### src/isr_status_regs.vh
// Constants for the status reporting block: bit positions, error codes,
// queue depth and numeric parser limits. Definitions only.
`ifndef ISR_STATUS_REGS_VH
`define ISR_STATUS_REGS_VH

// Status byte bit positions
`define ISR_STB_EVQ        2
`define ISR_STB_MAV        4
`define ISR_STB_ESB        5
`define ISR_STB_RQS        6

// Standard event bit positions
`define ISR_SE_OPC         0
`define ISR_SE_QYE         2
`define ISR_SE_DDE         3
`define ISR_SE_EXE         4
`define ISR_SE_CME         5
`define ISR_SE_PON         7

// Reset values and masks
`define ISR_BYTE_ZERO      8'h00
`define ISR_SRE_KEEP       8'hBF
`define ISR_STB_SUMMARY    8'h34

// Error queue geometry
`define ISR_EQ_DEPTH       4'hA
`define ISR_EQ_LAST        4'h9
`define ISR_EQ_ZERO        4'h0
`define ISR_EQ_ONE         4'h1

// Error codes, 16-bit two's complement
`define ISR_CODE_NONE      16'h0000
`define ISR_CODE_CMD       16'hFF9C
`define ISR_CODE_CMD_LO    16'hFF39
`define ISR_CODE_EXP_BIG   16'hFF85
`define ISR_CODE_DIGITS    16'hFF84
`define ISR_CODE_SUFFIX    16'hFF7A
`define ISR_CODE_EXE_LO    16'hFED5
`define ISR_CODE_TRIG_IGN  16'hFF2D
`define ISR_CODE_CONFLICT  16'hFF23
`define ISR_CODE_RANGE     16'hFF22
`define ISR_CODE_DDE_LO    16'hFE71
`define ISR_CODE_CFG_LOST  16'hFEC5
`define ISR_CODE_SELFTEST  16'hFEB6
`define ISR_CODE_OVERFLOW  16'hFEA2
`define ISR_CODE_QYE_LO    16'hFE0D
`define ISR_CODE_INTERRUPT 16'hFE66
`define ISR_CODE_EARLY_RD  16'hFE5C
`define ISR_CODE_DEADLOCK  16'hFE52
`define ISR_CODE_POWER_ON  16'h0191
`define ISR_CODE_OPC_DONE  16'h0192

// Description classes returned with each code
`define ISR_DESC_NONE      3'h0
`define ISR_DESC_CMD       3'h1
`define ISR_DESC_EXE       3'h2
`define ISR_DESC_DDE       3'h3
`define ISR_DESC_QYE       3'h4
`define ISR_DESC_SYS       3'h5

// Numeric parser limits
`define ISR_MAX_SUFFIX     8'h0C
`define ISR_MAX_EXP        16'h7D00
`define ISR_MAX_DIGITS     10'h0FF

`endif

### src/isr_status.v
// Status byte, service request and standard event logic plus the cyclic
// error queue of an instrument's remote interface.
// Assumes a command parser and output queue on the same clock, which give
// one-cycle strobes for commands and events and a level for pending output.
`timescale 1ns/100ps
`include "isr_status_regs.vh"

// Notes on behaviour
// - Status bit 2 is high whenever the error queue holds an entry.
// - Status bit 4 is high while response data waits to be read.
// - Status bit 5 is high when any enabled standard event is set.
// - Request-service bit 6 set when any status bit meets its enable bit.
// - Status bits 0, 1, 3 and 7 always read zero.
// - Serial poll returns the status byte then clears request-service.
// - Eight-bit service request mask aligned with status byte bits.
// - Standard event bit 0 set when operation-complete command executes.
// - Event bit 2 set on read with no response or lost response.
// - Event bit 3 set when an internal device condition fails an operation.
// - Event bit 4 set when a valid command cannot be carried out.
// - Event bit 5 set on syntax error; a code -199..-100 is queued.
// - Event bit 7 set at power-on; bits 1 and 6 never set.
// - Eight-bit standard event mask; only enabled events reach the summary.
// - Error codes are kept in a cyclic queue of ten entries.
// - Each queue read returns oldest code with description, then removes it.
// - Beyond nine unread errors, excess is dropped and -350 recorded.
// - Execution codes: -211 trigger ignored, -221 conflict, -222 range.
// - Query codes -410, -420; deadlock logs -430, flushes, waits for END.
// - System codes: 401 at power-on, 402 after operation complete.
// - Device codes: -315 configuration lost, -330 self-test failed.
// - Suffix over 12 chars, exponent over 32000, over 255 digits are errors.
// - Reading the standard event register returns it and clears it.
// - Bit 6 of the service request mask is ignored and stays zero.
// - Status query does not clear request-service; it follows its cause.
module isr_status
(
    input  wire        clock_in,
    input  wire        srst_in,
    input  wire        sre_wr_in,
    input  wire [7:0]  sre_data_in,
    input  wire        ese_wr_in,
    input  wire [7:0]  ese_data_in,
    input  wire        esr_rd_in,
    input  wire        cls_in,
    input  wire        serial_poll_in,
    input  wire        resp_pending_in,
    input  wire        ctrl_read_in,
    input  wire        resp_lost_in,
    input  wire        deadlock_in,
    input  wire        end_msg_in,
    input  wire        opc_exec_in,
    input  wire        syntax_err_in,
    input  wire [15:0] syntax_code_in,
    input  wire        num_chk_in,
    input  wire [7:0]  suffix_len_in,
    input  wire [15:0] exp_mag_in,
    input  wire [9:0]  digit_cnt_in,
    input  wire        trig_ignored_in,
    input  wire        conflict_in,
    input  wire        range_err_in,
    input  wire        cfg_lost_in,
    input  wire        selftest_fail_in,
    input  wire        eq_read_in,
    output reg  [7:0]  stb_query_out,
    output reg  [7:0]  poll_byte_out,
    output reg         srq_out,
    output reg  [7:0]  sre_out,
    output reg  [7:0]  ese_out,
    output reg  [7:0]  esr_data_out,
    output reg         eq_valid_out,
    output reg  [15:0] eq_code_out,
    output reg  [2:0]  eq_desc_out,
    output reg         flush_bufs_out,
    output reg         skip_to_end_out
);

    // Description class of a code; also picks the event bit it sets
    function [2:0] isr_class;
        input [15:0] code;
        begin
            if ($signed(code) >= $signed(`ISR_CODE_CMD_LO)
                && $signed(code) <= $signed(`ISR_CODE_CMD))
                isr_class = `ISR_DESC_CMD;
            else if ($signed(code) >= $signed(`ISR_CODE_EXE_LO)
                && $signed(code) < $signed(`ISR_CODE_CMD_LO))
                isr_class = `ISR_DESC_EXE;
            else if ($signed(code) >= $signed(`ISR_CODE_DDE_LO)
                && $signed(code) < $signed(`ISR_CODE_EXE_LO))
                isr_class = `ISR_DESC_DDE;
            else if ($signed(code) >= $signed(`ISR_CODE_QYE_LO)
                && $signed(code) < $signed(`ISR_CODE_DDE_LO))
                isr_class = `ISR_DESC_QYE;
            else if ($signed(code) > $signed(`ISR_CODE_NONE))
                isr_class = `ISR_DESC_SYS;
            else
                isr_class = `ISR_DESC_NONE;
        end
    endfunction

    // Cyclic pointer step over the ten slots
    function [3:0] isr_step;
        input [3:0] ptr;
        begin
            if (ptr == `ISR_EQ_LAST)
                isr_step = `ISR_EQ_ZERO;
            else
                isr_step = ptr + `ISR_EQ_ONE;
        end
    endfunction

    // Queue slots, pointers and the programmable masks and flags
    reg  [15:0] eq_mem [0:`ISR_EQ_LAST];
    reg  [3:0]  eq_wp;
    reg  [3:0]  eq_rp;
    reg  [3:0]  eq_count;
    reg  [7:0]  service_request_mask;
    reg  [7:0]  ese;
    reg  [7:0]  esr;
    reg         rqs;
    reg         srq_prev;
    reg         pon_pend;

    // Combinational terms settled once per cycle
    reg         push;
    reg  [15:0] push_code;
    reg  [7:0]  set_bits;
    reg         pop;
    reg         store;
    reg  [15:0] store_code;
    reg  [3:0]  space;
    reg  [3:0]  next_wp;
    reg  [3:0]  next_rp;
    reg  [3:0]  next_count;
    reg  [7:0]  stb_now;
    reg         srq_now;

    wire        early_read = ctrl_read_in & ~resp_pending_in;
    wire        exp_big    = num_chk_in && (exp_mag_in > `ISR_MAX_EXP);
    wire        digits_big = num_chk_in && (digit_cnt_in > `ISR_MAX_DIGITS);
    wire        suffix_big = num_chk_in && (suffix_len_in > `ISR_MAX_SUFFIX);
    wire [15:0] syn_code   = (isr_class(syntax_code_in) == `ISR_DESC_CMD)
                             ? syntax_code_in : `ISR_CODE_CMD;

    // Event collection; one code per cycle, the most urgent source wins
    // the queue slot while every source still marks its event class.
    // A single queue write port keeps the store logic small.
    always @*
    begin
        push_code = `ISR_CODE_NONE;
        set_bits  = `ISR_BYTE_ZERO;
        set_bits[`ISR_SE_PON] = pon_pend;
        set_bits[`ISR_SE_OPC] = opc_exec_in;
        // query problems outrank the rest
        // since they also disturb the message exchange itself
        if (deadlock_in)
            push_code = `ISR_CODE_DEADLOCK;
        else if (resp_lost_in)
            push_code = `ISR_CODE_INTERRUPT;
        else if (early_read)
            push_code = `ISR_CODE_EARLY_RD;
        // numeric limits, checked with the number's
        // length and exponent strobed together
        else if (exp_big)
            push_code = `ISR_CODE_EXP_BIG;
        else if (digits_big)
            push_code = `ISR_CODE_DIGITS;
        else if (suffix_big)
            push_code = `ISR_CODE_SUFFIX;
        // syntax errors kept inside the command range
        // a stray code from the parser becomes the generic one
        else if (syntax_err_in)
            push_code = syn_code;
        // execution failures
        // trigger first as it is tied to a bus command
        else if (trig_ignored_in)
            push_code = `ISR_CODE_TRIG_IGN;
        else if (conflict_in)
            push_code = `ISR_CODE_CONFLICT;
        else if (range_err_in)
            push_code = `ISR_CODE_RANGE;
        // device failures
        // lost configuration before a failed self-test
        else if (cfg_lost_in)
            push_code = `ISR_CODE_CFG_LOST;
        else if (selftest_fail_in)
            push_code = `ISR_CODE_SELFTEST;
        // system codes last; an error in the first cycle
        // after reset takes the slot of the power-on code
        else if (opc_exec_in)
            push_code = `ISR_CODE_OPC_DONE;
        else if (pon_pend)
            push_code = `ISR_CODE_POWER_ON;
        // Every code in use is non-zero,
        // so a zero code means nothing to queue
        push = (push_code != `ISR_CODE_NONE);
        // class bit from the winning code
        case (isr_class(push_code))
            `ISR_DESC_CMD: set_bits[`ISR_SE_CME] = 1'b1;
            `ISR_DESC_EXE: set_bits[`ISR_SE_EXE] = 1'b1;
            `ISR_DESC_DDE: set_bits[`ISR_SE_DDE] = 1'b1;
            `ISR_DESC_QYE: set_bits[`ISR_SE_QYE] = 1'b1;
            default:       set_bits[`ISR_SE_OPC] = set_bits[`ISR_SE_OPC];
        endcase
        // Losing events still mark their class; only the code is dropped
        if (syntax_err_in | num_chk_in & (exp_big | digits_big | suffix_big))
            set_bits[`ISR_SE_CME] = 1'b1;
        if (trig_ignored_in | conflict_in | range_err_in)
            set_bits[`ISR_SE_EXE] = 1'b1;
        if (cfg_lost_in | selftest_fail_in)
            set_bits[`ISR_SE_DDE] = 1'b1;
        if (early_read | resp_lost_in | deadlock_in)
            set_bits[`ISR_SE_QYE] = 1'b1;
    end

    // Queue bookkeeping; capacity judged after this cycle's read
    always @*
    begin
        // empty read leaves the queue alone
        pop        = eq_read_in && (eq_count != `ISR_EQ_ZERO) && !cls_in;
        space      = cls_in ? `ISR_EQ_ZERO : (eq_count - {3'h0, pop});
        store      = 1'b0;
        store_code = push_code;
        // last free slot takes the overflow code, excess dropped
        if (push && space < `ISR_EQ_LAST)
            store = 1'b1;
        else if (push && space == `ISR_EQ_LAST)
        begin
            store      = 1'b1;
            store_code = `ISR_CODE_OVERFLOW;
        end
        next_wp    = cls_in ? `ISR_EQ_ZERO : eq_wp;
        next_rp    = cls_in ? `ISR_EQ_ZERO : (pop ? isr_step(eq_rp) : eq_rp);
        next_count = space + {3'h0, store};
        if (store)
            next_wp = isr_step(next_wp);
    end

    // Status byte as the query sees it
    always @*
    begin
        stb_now = `ISR_BYTE_ZERO;
        stb_now[`ISR_STB_EVQ] = (eq_count != `ISR_EQ_ZERO);
        stb_now[`ISR_STB_MAV] = resp_pending_in;
        stb_now[`ISR_STB_ESB] = |(esr & ese);
        // any summary bit meeting its enable
        srq_now = |(stb_now & service_request_mask & `ISR_STB_SUMMARY);
        // query copy tracks the cause, other bits stay zero
        stb_now[`ISR_STB_RQS] = srq_now;
    end

    // Queue storage; no reset needed, pointers guard the contents
    always @(posedge clock_in)
    begin
        if (store)
            eq_mem[cls_in ? `ISR_EQ_ZERO : eq_wp] <= store_code;
    end

    // Control registers and queue pointers
    always @(posedge clock_in)
    begin
        if (srst_in)
        begin
            service_request_mask      <= `ISR_BYTE_ZERO;
            ese      <= `ISR_BYTE_ZERO;
            esr      <= `ISR_BYTE_ZERO;
            rqs      <= 1'b0;
            srq_prev <= 1'b0;
            pon_pend <= 1'b1;
            eq_wp    <= `ISR_EQ_ZERO;
            eq_rp    <= `ISR_EQ_ZERO;
            eq_count <= `ISR_EQ_ZERO;
        end
        else
        begin
            pon_pend <= 1'b0;
            eq_wp    <= next_wp;
            eq_rp    <= next_rp;
            eq_count <= next_count;
            srq_prev <= srq_now;
            // service mask, bit 6 forced low
            if (sre_wr_in)
                service_request_mask <= sre_data_in & `ISR_SRE_KEEP;
            if (ese_wr_in)
                ese <= ese_data_in;
            // read or clear-status empties flags; new events win
            if (esr_rd_in | cls_in)
                esr <= set_bits;
            else
                esr <= esr | set_bits;
            // poll clears request-service; a fresh cause wins
            if (srq_now & ~srq_prev)
                rqs <= 1'b1;
            else if (serial_poll_in)
                rqs <= 1'b0;
        end
    end

    // Registered outputs
    always @(posedge clock_in)
    begin
        if (srst_in)
        begin
            stb_query_out   <= `ISR_BYTE_ZERO;
            poll_byte_out   <= `ISR_BYTE_ZERO;
            srq_out         <= 1'b0;
            sre_out         <= `ISR_BYTE_ZERO;
            ese_out         <= `ISR_BYTE_ZERO;
            esr_data_out    <= `ISR_BYTE_ZERO;
            eq_valid_out    <= 1'b0;
            eq_code_out     <= `ISR_CODE_NONE;
            eq_desc_out     <= `ISR_DESC_NONE;
            flush_bufs_out  <= 1'b0;
            skip_to_end_out <= 1'b0;
        end
        else
        begin
            stb_query_out <= stb_now;
            srq_out       <= rqs;
            sre_out       <= service_request_mask;
            ese_out       <= ese;
            // poll byte carries the latched request-service bit
            if (serial_poll_in)
                poll_byte_out <= {stb_now[7], rqs, stb_now[5:0]};
            // value handed over in the cycle it is cleared
            if (esr_rd_in)
                esr_data_out <= esr;
            // oldest code or zero with its class
            eq_valid_out <= eq_read_in;
            if (eq_read_in)
            begin
                eq_code_out <= pop ? eq_mem[eq_rp] : `ISR_CODE_NONE;
                eq_desc_out <= pop ? isr_class(eq_mem[eq_rp]) : `ISR_DESC_NONE;
            end
            // deadlock flushes both buffers, parsing waits for END
            flush_bufs_out <= deadlock_in;
            if (deadlock_in)
                skip_to_end_out <= 1'b1;
            else if (end_msg_in)
                skip_to_end_out <= 1'b0;
        end
    end

endmodule // isr_status

### config.mk
export PLATFORM = sky130hd
export DESIGN_NAME = isr_status
export DESIGN_NICKNAME = d
export VERILOG_FILES = /design/src/isr_status.v
export VERILOG_INCLUDE_DIRS = /design/src /design/src/src
export SDC_FILE = /design/constraint.sdc
export NUM_CORES = 1
export LEC_CHECK = 0
export CORE_ASPECT_RATIO = 1.5
export CORE_MARGIN = 1
export CORE_UTILIZATION = 40
export CTS_CLUSTER_SIZE = 30
export DETAILED_ROUTE_END_ITERATION = 16
export DONT_BUFFER_PORTS = 1
export MAX_ROUTING_LAYER = met4
export PLACE_DENSITY_LB_ADDON = 0.08
export SKIP_LAST_GASP = 1
export SYNTH_ARGS = -nofsm -noshare
export SYNTH_HDL_FRONTEND = slang
export SYNTH_SLANG_ARGS = --single-unit
### constraint.sdc
create_clock -name clock_in -period 6 [get_ports clock_in]
set_clock_uncertainty 0.05 [all_clocks]
set_input_delay 0 -clock clock_in [delete_from_list [all_inputs] [get_ports clock_in]]
set_output_delay 0 -clock clock_in [all_outputs]
set_load 0.005 [all_outputs]
# Word level (Yosys, flattened, before mapping)

Memory sizes are Yosys's and may differ from the RTL's. A register that Yosys moved wholly into a read port is not among the register bits.
Cells that the tools add are included.
W data, S select, Z words.

Flip-flop bits (word level): 96
Memories kept: 1
Bits in latches: 0
Input bits: 87
Word-level logic and storage cells: 170
Output and inout bits: 63
Bits in writable memories: 160
Memory bits (read-only): 0

Memories:

| memory | words | bits a word | rd ports | clocked after Yosys merged registers in | write ports | RTL line         | text |
|---|---|---|---|---|---|---|---|
| eq_mem | 10    | 16          | 1        | 1                                       | 1           | isr_status.v:111 | `` reg [15:0] eq_mem [0:`ISR_EQ_LAST]; `` |

Shift operators: 0
Bitwise operators: 17
Magnitude comparators: 31
$add $sub $neg: 4
Multiply operators: 0
Equality and inequality tests: 8
Muxes and demuxes: 59
Reduce and logical (&&, ||, !) cells: 28
Div/mod/pow operators: 0

Operator list:

| operator               | count |
|---|---|
| $mux W16               | 16 |
| $ge A16 B10 Y1 const B | 9 |
| $lt A16 B10 Y1 const B | 6 |
| $ge A16 B9 Y1 const B  | 3 |
| $gt A16 B1 Y1 const B  | 3 |
| $le A16 B8 Y1 const B  | 3 |
| $lt A16 B9 Y1 const B  | 3 |
| $mux W3                | 16 |
| $mux W4                | 7 |
| $logic_and A1 B1 Y1    | 19 |
| $mux W9                | 2 |
| $mux W1                | 17 |
| $gt A16 B15 Y1 const B | 1 |
| $reduce_bool A16 Y1    | 1 |
| $eq A4 B4 Y1 const B   | 3 |
| $gt A10 B8 Y1 const B  | 1 |
| $or A1 B1 Y1           | 9 |
| $add A4 B1 Y4 const B  | 2 |
| $and A8 B8 Y8          | 1 |
| $gt A8 B4 Y1 const B   | 1 |
| $mux W8                | 1 |
| $or A8 B8 Y8           | 1 |
| $reduce_or A8 Y1       | 1 |
| $and A6 B6 Y6          | 1 |
| other kinds (13)       | 20 |

# Longest topological paths before layout

Depth after elaboration: 26
Depth in mapped cells: 15
Depth with buffers taken out: 14

# Least setup slack after synthesis

No wires, ideal clock.

Kind: reg-to-reg
From: register eq_count[1]
To: memory eq_mem[5][0], enable pin
Buffers on the path: 1
Arrival: 4.032 ns
Setup time: 0.430 ns
Path slack: 1.488 ns
Period minus slack after synthesis: 4.512 ns
Cell stages (with the launch flop): 12
Required time: 5.520 ns
Cells stage by stage: dfxtp_1 -> or4_1 -> nand2_1 -> nor2_1 -> clkbuf_1 -> ha_1 -> ha_1 -> xnor2_1 -> nand2_1 -> nand2_1 -> o311ai_4 -> nor4_1

Longest elaborated chain between the ends: 11
Elaborated cells on any way between the ends: 13
Classes of those cells: 1 x add/sub; 1 x order compare; 1 x eq/ne; 5 x mux; 5 x reduce/logical

RTL lines:

| element                                                              | RTL line         | text |
|---|---|---|
| from (decl)                                                          | isr_status.v:114 | `reg [3:0] eq_count;` |
| from (signal assigned)                                               | isr_status.v:270 | `` eq_count <= `ISR_EQ_ZERO; `` |
| from (signal assigned)                                               | isr_status.v:277 | `eq_count <= next_count;` |
| $reduce_bool A4 Y1 (no source line) *                                | --               |  |
| $logic_and A1 B1 Y1 * (2 in a row)                                   | isr_status.v:218 | `` pop = eq_read_in && (eq_count != `ISR_EQ_ZERO) && !cls_in; `` |
| net pop                                                              | isr_status.v:126 | `reg pop;` |
| $sub A4 B1 Y4 *                                                      | isr_status.v:219 | `` space = cls_in ? `ISR_EQ_ZERO : (eq_count - {3'h0, pop}); `` |
| $mux W4 *                                                            | isr_status.v:219 |  |
| parallel branches: the longest is 3 deep, another holds $lt A4 B4 Y1 | --               |  |
| $mux W1 *                                                            | isr_status.v:223 | `` if (push && space < `ISR_EQ_LAST) `` |
| $mux W1 *                                                            | isr_status.v:253 | `if (store)` |
| $mux W1 *                                                            | isr_status.v:254 | `` eq_mem[cls_in ? `ISR_EQ_ZERO : eq_wp] <= store_code; `` |
| to (decl)                                                            | isr_status.v:111 |  |

Mark *: on every way through the listed nets, which the timed path passes.

# Final worst setup path

From: register eq_count[2]
To: memory eq_mem[7][14], enable pin

Longest elaborated chain between the ends: 11
Elaborated cells on any way between the ends: 13
Classes of those cells: 1 x add/sub; 1 x order compare; 1 x eq/ne; 5 x mux; 5 x reduce/logical

RTL lines:

| element                                                              | RTL line |
|---|---|
| $reduce_bool A4 Y1 (no source line)                                  | -- |
| $logic_and A1 B1 Y1 (2 in a row)                                     | isr_status.v:218 |
| $sub A4 B1 Y4 *                                                      | isr_status.v:219 |
| $mux W4 *                                                            | isr_status.v:219 |
| parallel branches: the longest is 3 deep, another holds $lt A4 B4 Y1 | -- |
| $mux W1 *                                                            | isr_status.v:223 |
| $mux W1 *                                                            | isr_status.v:253 |
| $mux W1 *                                                            | isr_status.v:254 |

Mark *: on every way between the ends.

==> results.yml <==
finish:
  nets: 908
  n_antenna_cell: 0
  total_of_fill_cells_in_the_finished_design: 2241
  layoutNonFillerInstCount: 1163
  flow.area_growth_from_synthesis_pct: 15.8
  drive_gt1_share_pct: 12.2
  finish.instance_area_mm2: 0.0120
timing:
  final_period_minus_worst_setup_slack_ns: 4.67
  timing.fmax_mhz: 214
  worst_slew_pin_slew_ns: 1.29
  final-setup-viol-count: 0
  report.final.hold_viol_count: 0
  worst_slew_margin_rel_pct: 13.6
  finalCritPeriodShare_pct: 77.9
  max_slew_violation_count: 0
  setup_repair_after_global_routing_missed_its_margin: "false"
  fin_setup_tns_ns: 0
yosys:
  synth-seq-area-share_pct: 63.9
  synthMostInstantiatedCell: "sky130_fd_sc_hd__edfxtp_1"
  postSynthCellCount: 769
  synth.top_cells.by_area: "sky130_fd_sc_hd__edfxtp_1 46%, sky130_fd_sc_hd__dfxtp_1 18%, sky130_fd_sc_hd__mux2i_1 6.3%, sky130_fd_sc_hd__mux4_2 3.7%, sky130_fd_sc_hd__nor2_1 2.7%"
  synth.avg_cell_area_um2: 13.5
  ys.warnings.count: 0
  yosys.area.top_type_share_pct: 46.3
  number_of_distinct_library_cells_after_synthesis: 75
  synth_top_flop_cell: "sky130_fd_sc_hd__edfxtp_1"
  synth_async_sr_flop_share_pct: 0
  synth_edf_count: 160
  ys_seq_elements: 251
  synth_top_cells_by_count: "160 x sky130_fd_sc_hd__edfxtp_1, 91 x sky130_fd_sc_hd__dfxtp_1, 74 x sky130_fd_sc_hd__nor2_1, 65 x sky130_fd_sc_hd__mux2i_1, 32 x sky130_fd_sc_hd__nand2_1"
  synth_area_mm2: 0.0104
  yosys.area.top_type: "sky130_fd_sc_hd__edfxtp_1"
critical_path:
  worst_setup_path_end_kind: "register"
  crit_chain: "or4_1 > nand2_1 > nor2_1 > ha_1 > nor3b_1 > xnor2_1 > nor2_1 > nand2_1 > o311ai_4 > or3_1 > nor2_2"
  worstPathRequired_ns: 6.08
  worstPathBufferInverterCount: 0
  setup.worst_path.class: "register to register"
  slowest_delay_ns: 0.91
  crit_fanout: 17
  critical-path-slowest-cell: "sky130_fd_sc_hd__nor2_2"
  critical_path_arrival_ns: 4.76
  critical_path.startpoint_type: "register"
  cell_class_contributing_the_biggest_share_of_worst_path_delay: "simple AND/OR/NAND/NOR gates"
clock_tree:
  post_cts_buffers: 0
  htree_levels: 1
  cts_hold_buf: 51
  cts_tree: "done"
  cts.path.max_buffers: 3
  tritoncts.num_buffers: 24
  clock_latency_ns: 0.53
  postCtsResizedCells: 0
  worst_setup_hold_path_clk_slew_ns: 0.06
  cts-root-buf: "sky130_fd_sc_hd__clkbuf_16"
  clkSinkCount: 251
drt:
  routed_wire_length_per_instance_um: 22.2
  final_ant_viol_nets: 0
  detailedRoute.firstIterationViolations: 351
  drc: 0
  via_per_inst: 5.55
  postRouteWirelength_um: 25800
  detailroute.via_count: 6456
  drt_pre_antenna_iters: 5
global_routing:
  globalRouteTotalUtil_pct: 20.4
  first_global_vias: 6839
  antenna_found_initial: 0
  grt.overflow.total: 0
  grt_pass1_wl_um: 39400
  grt_max_degree: 82
power:
  switching_power_w: 0.000833
  pwr-share-comb_pct: 7.6
  total_power_w: 0.00376
  p_leak_nw: 4.10
  max-vdd-ir-drop_v: 0.000254
  share_seq_of_total_power_pct: 51.1
  internal_power_w: 0.00292
  clkPwrFrac_pct: 41.3
  power_density_mw_per_mm2: 313
  sw_frac_of_total_pct: 22.2
job:
  cap_violations: 0
floorplan:
  dieArea_mm2: 0.0266
  io_count: 150
  std_cell_rows: 71
  die_height_um: 199
  dieWidth_um: 133
  core_area_mm2: 0.0252
  initial_core_util_pct: 41.1
outcome:
  outcome: "finished, final reports clean"
placement:
  dp.final_hpwl_um: 16900
  gp_routability_congestion: 0.804
  numPlacedInstances: 1068
  dpl-instance-area_mm2: 0.0107
  io_buffer_count: 0
min_path:
  hold_class: "primary input to register"
layout make-up:
class                   instances  area (um2)  share of cell area, %
clock buffers                  36         727                   6.05
multi-input cells             466        3500                   29.1
flip-flops and latches        251        6630                   55.2
inverters                      12        45.0                  0.375
clock inverters                 8        88.8                  0.740
well taps                     328         410                   3.42
repair buffers                 62         611                   5.08
metal layers:
| metal | global-route usage [%] | routed length [um] | vias up | share of wire, % |
|---|---|---|---|---|
| li1 | - | - | 3015 | - |
| met1 | 21.3 | 9570 | 3245 | 37 |
| met4 | 8.04 | 749 | 0 | 2.9 |
| met5 | - | 0 | - | 0 |
| met3 | 2.41 | 968 | 41 | 3.7 |
| met2 | 38.8 | 14600 | 155 | 56 |
power by group through the flow:
stage | clock, W | sequential, W | combinational [W]
after floorplan | 0 | 0.00194 | 0.000199
after global placement | 0 | 0.00195 | 0.000237
after detailed placement | 0 | 0.00196 | 0.000243
after CTS | 0.00158 | 0.00192 | 0.000289
after global routing | 0.00164 | 0.00192 | 0.000315
final | 0.00155 | 0.00192 | 0.000287
worst paths after layout:
| check | depth (start not counted) | endpoint | startpoint | slack [ns] |
|---|---|---|---|---|
| setup / recovery | 11 | eq_mem[7][14] | eq_count[2] | 1.33 |
| hold / removal | 2 | eq_mem[1][3] | ctrl_read_in | 0.01 |
| setup reg to reg | 11 | eq_mem[7][14] | eq_count[2] | 1.33 |
| hold reg to reg | 1 | sre_out[1] | service_request_mask[1] | 0.42 |
layout by cell type, fill, tap and decap left out, types with 4 or more instances in the layout:
cell type,count
sky130_fd_sc_hd__nand2b_1,7
sky130_fd_sc_hd__o31ai_1,8
sky130_fd_sc_hd__inv_1,11
sky130_fd_sc_hd__a21oi_1,29
sky130_fd_sc_hd__or3_1,7
sky130_fd_sc_hd__mux2i_1,65
sky130_fd_sc_hd__clkbuf_8,6
sky130_fd_sc_hd__nor2_2,4
sky130_fd_sc_hd__conb_1,11
sky130_fd_sc_hd__nor2b_1,26
sky130_fd_sc_hd__nor3b_1,4
sky130_fd_sc_hd__ha_1,4
sky130_fd_sc_hd__o21ai_0,21
sky130_fd_sc_hd__nand3_1,5
sky130_fd_sc_hd__clkbuf_1,5
sky130_fd_sc_hd__edfxtp_1,160
sky130_fd_sc_hd__nand4_1,11
sky130_fd_sc_hd__o21a_1,5
sky130_fd_sc_hd__clkbuf_16,25
sky130_fd_sc_hd__nor4_1,10
sky130_fd_sc_hd__a22oi_1,18
sky130_fd_sc_hd__dfxtp_1,89
sky130_fd_sc_hd__buf_4,11
sky130_fd_sc_hd__nand2_1,32
sky130_fd_sc_hd__mux4_2,17
sky130_fd_sc_hd__mux2_2,10
sky130_fd_sc_hd__nor3_1,14
sky130_fd_sc_hd__o211ai_1,6
sky130_fd_sc_hd__a211oi_1,4
sky130_fd_sc_hd__nor2_1,71
sky130_fd_sc_hd__dlygate4sd3_1,50
sky130_fd_sc_hd__a22o_1,12
registers in the layout, indices dropped and copies added, names as in the netlist, 6 cells and up, named ones only:
register	flops
eq_code_out	16
sre_out	7
service_request_mask	7
ese	8
esr	6
esr_data_out	6
ese_out	8
eq_mem	160
cell families after synthesis:
family	after synthesis	synth area share (%)
buffers and inverters	62	3.32
AO/OA/AOI/OAI	141	10.2
XOR/XNOR	6	0.507
AND/OR/NAND/NOR	212	10.4
multiplexers	92	11.1
flip-flops	251	63.9
other	1	0.0362
adder cells (fa/ha/maj)	4	0.483
metrics by stage:
step,hold slack (ns),setup WS (ns),utilization (%)
after floorplan,-0.0223,1.49,-
after global placement,-0.0161,1.42,42.3
after detailed placement,-0.0168,1.35,42.3
after CTS,0.00668,1.28,47.6
after global routing,0.0658,0.922,47.6
final,0.0123,1.33,47.6
worst reg2reg max path, cell delays in order (launching register included):
cell and delay, ns:
sky130_fd_sc_hd__dfxtp_1 0.39, sky130_fd_sc_hd__or4_1 0.22, sky130_fd_sc_hd__nand2_1 0.15, sky130_fd_sc_hd__nor2_1 0.82
sky130_fd_sc_hd__ha_1 0.32, sky130_fd_sc_hd__nor3b_1 0.23, sky130_fd_sc_hd__xnor2_1 0.17, sky130_fd_sc_hd__nor2_1 0.10
sky130_fd_sc_hd__nand2_1 0.25, sky130_fd_sc_hd__o311ai_4 0.23, sky130_fd_sc_hd__or3_1 0.43, sky130_fd_sc_hd__nor2_2 0.91
No activity file was read; power rests on OpenSTA's default activity.
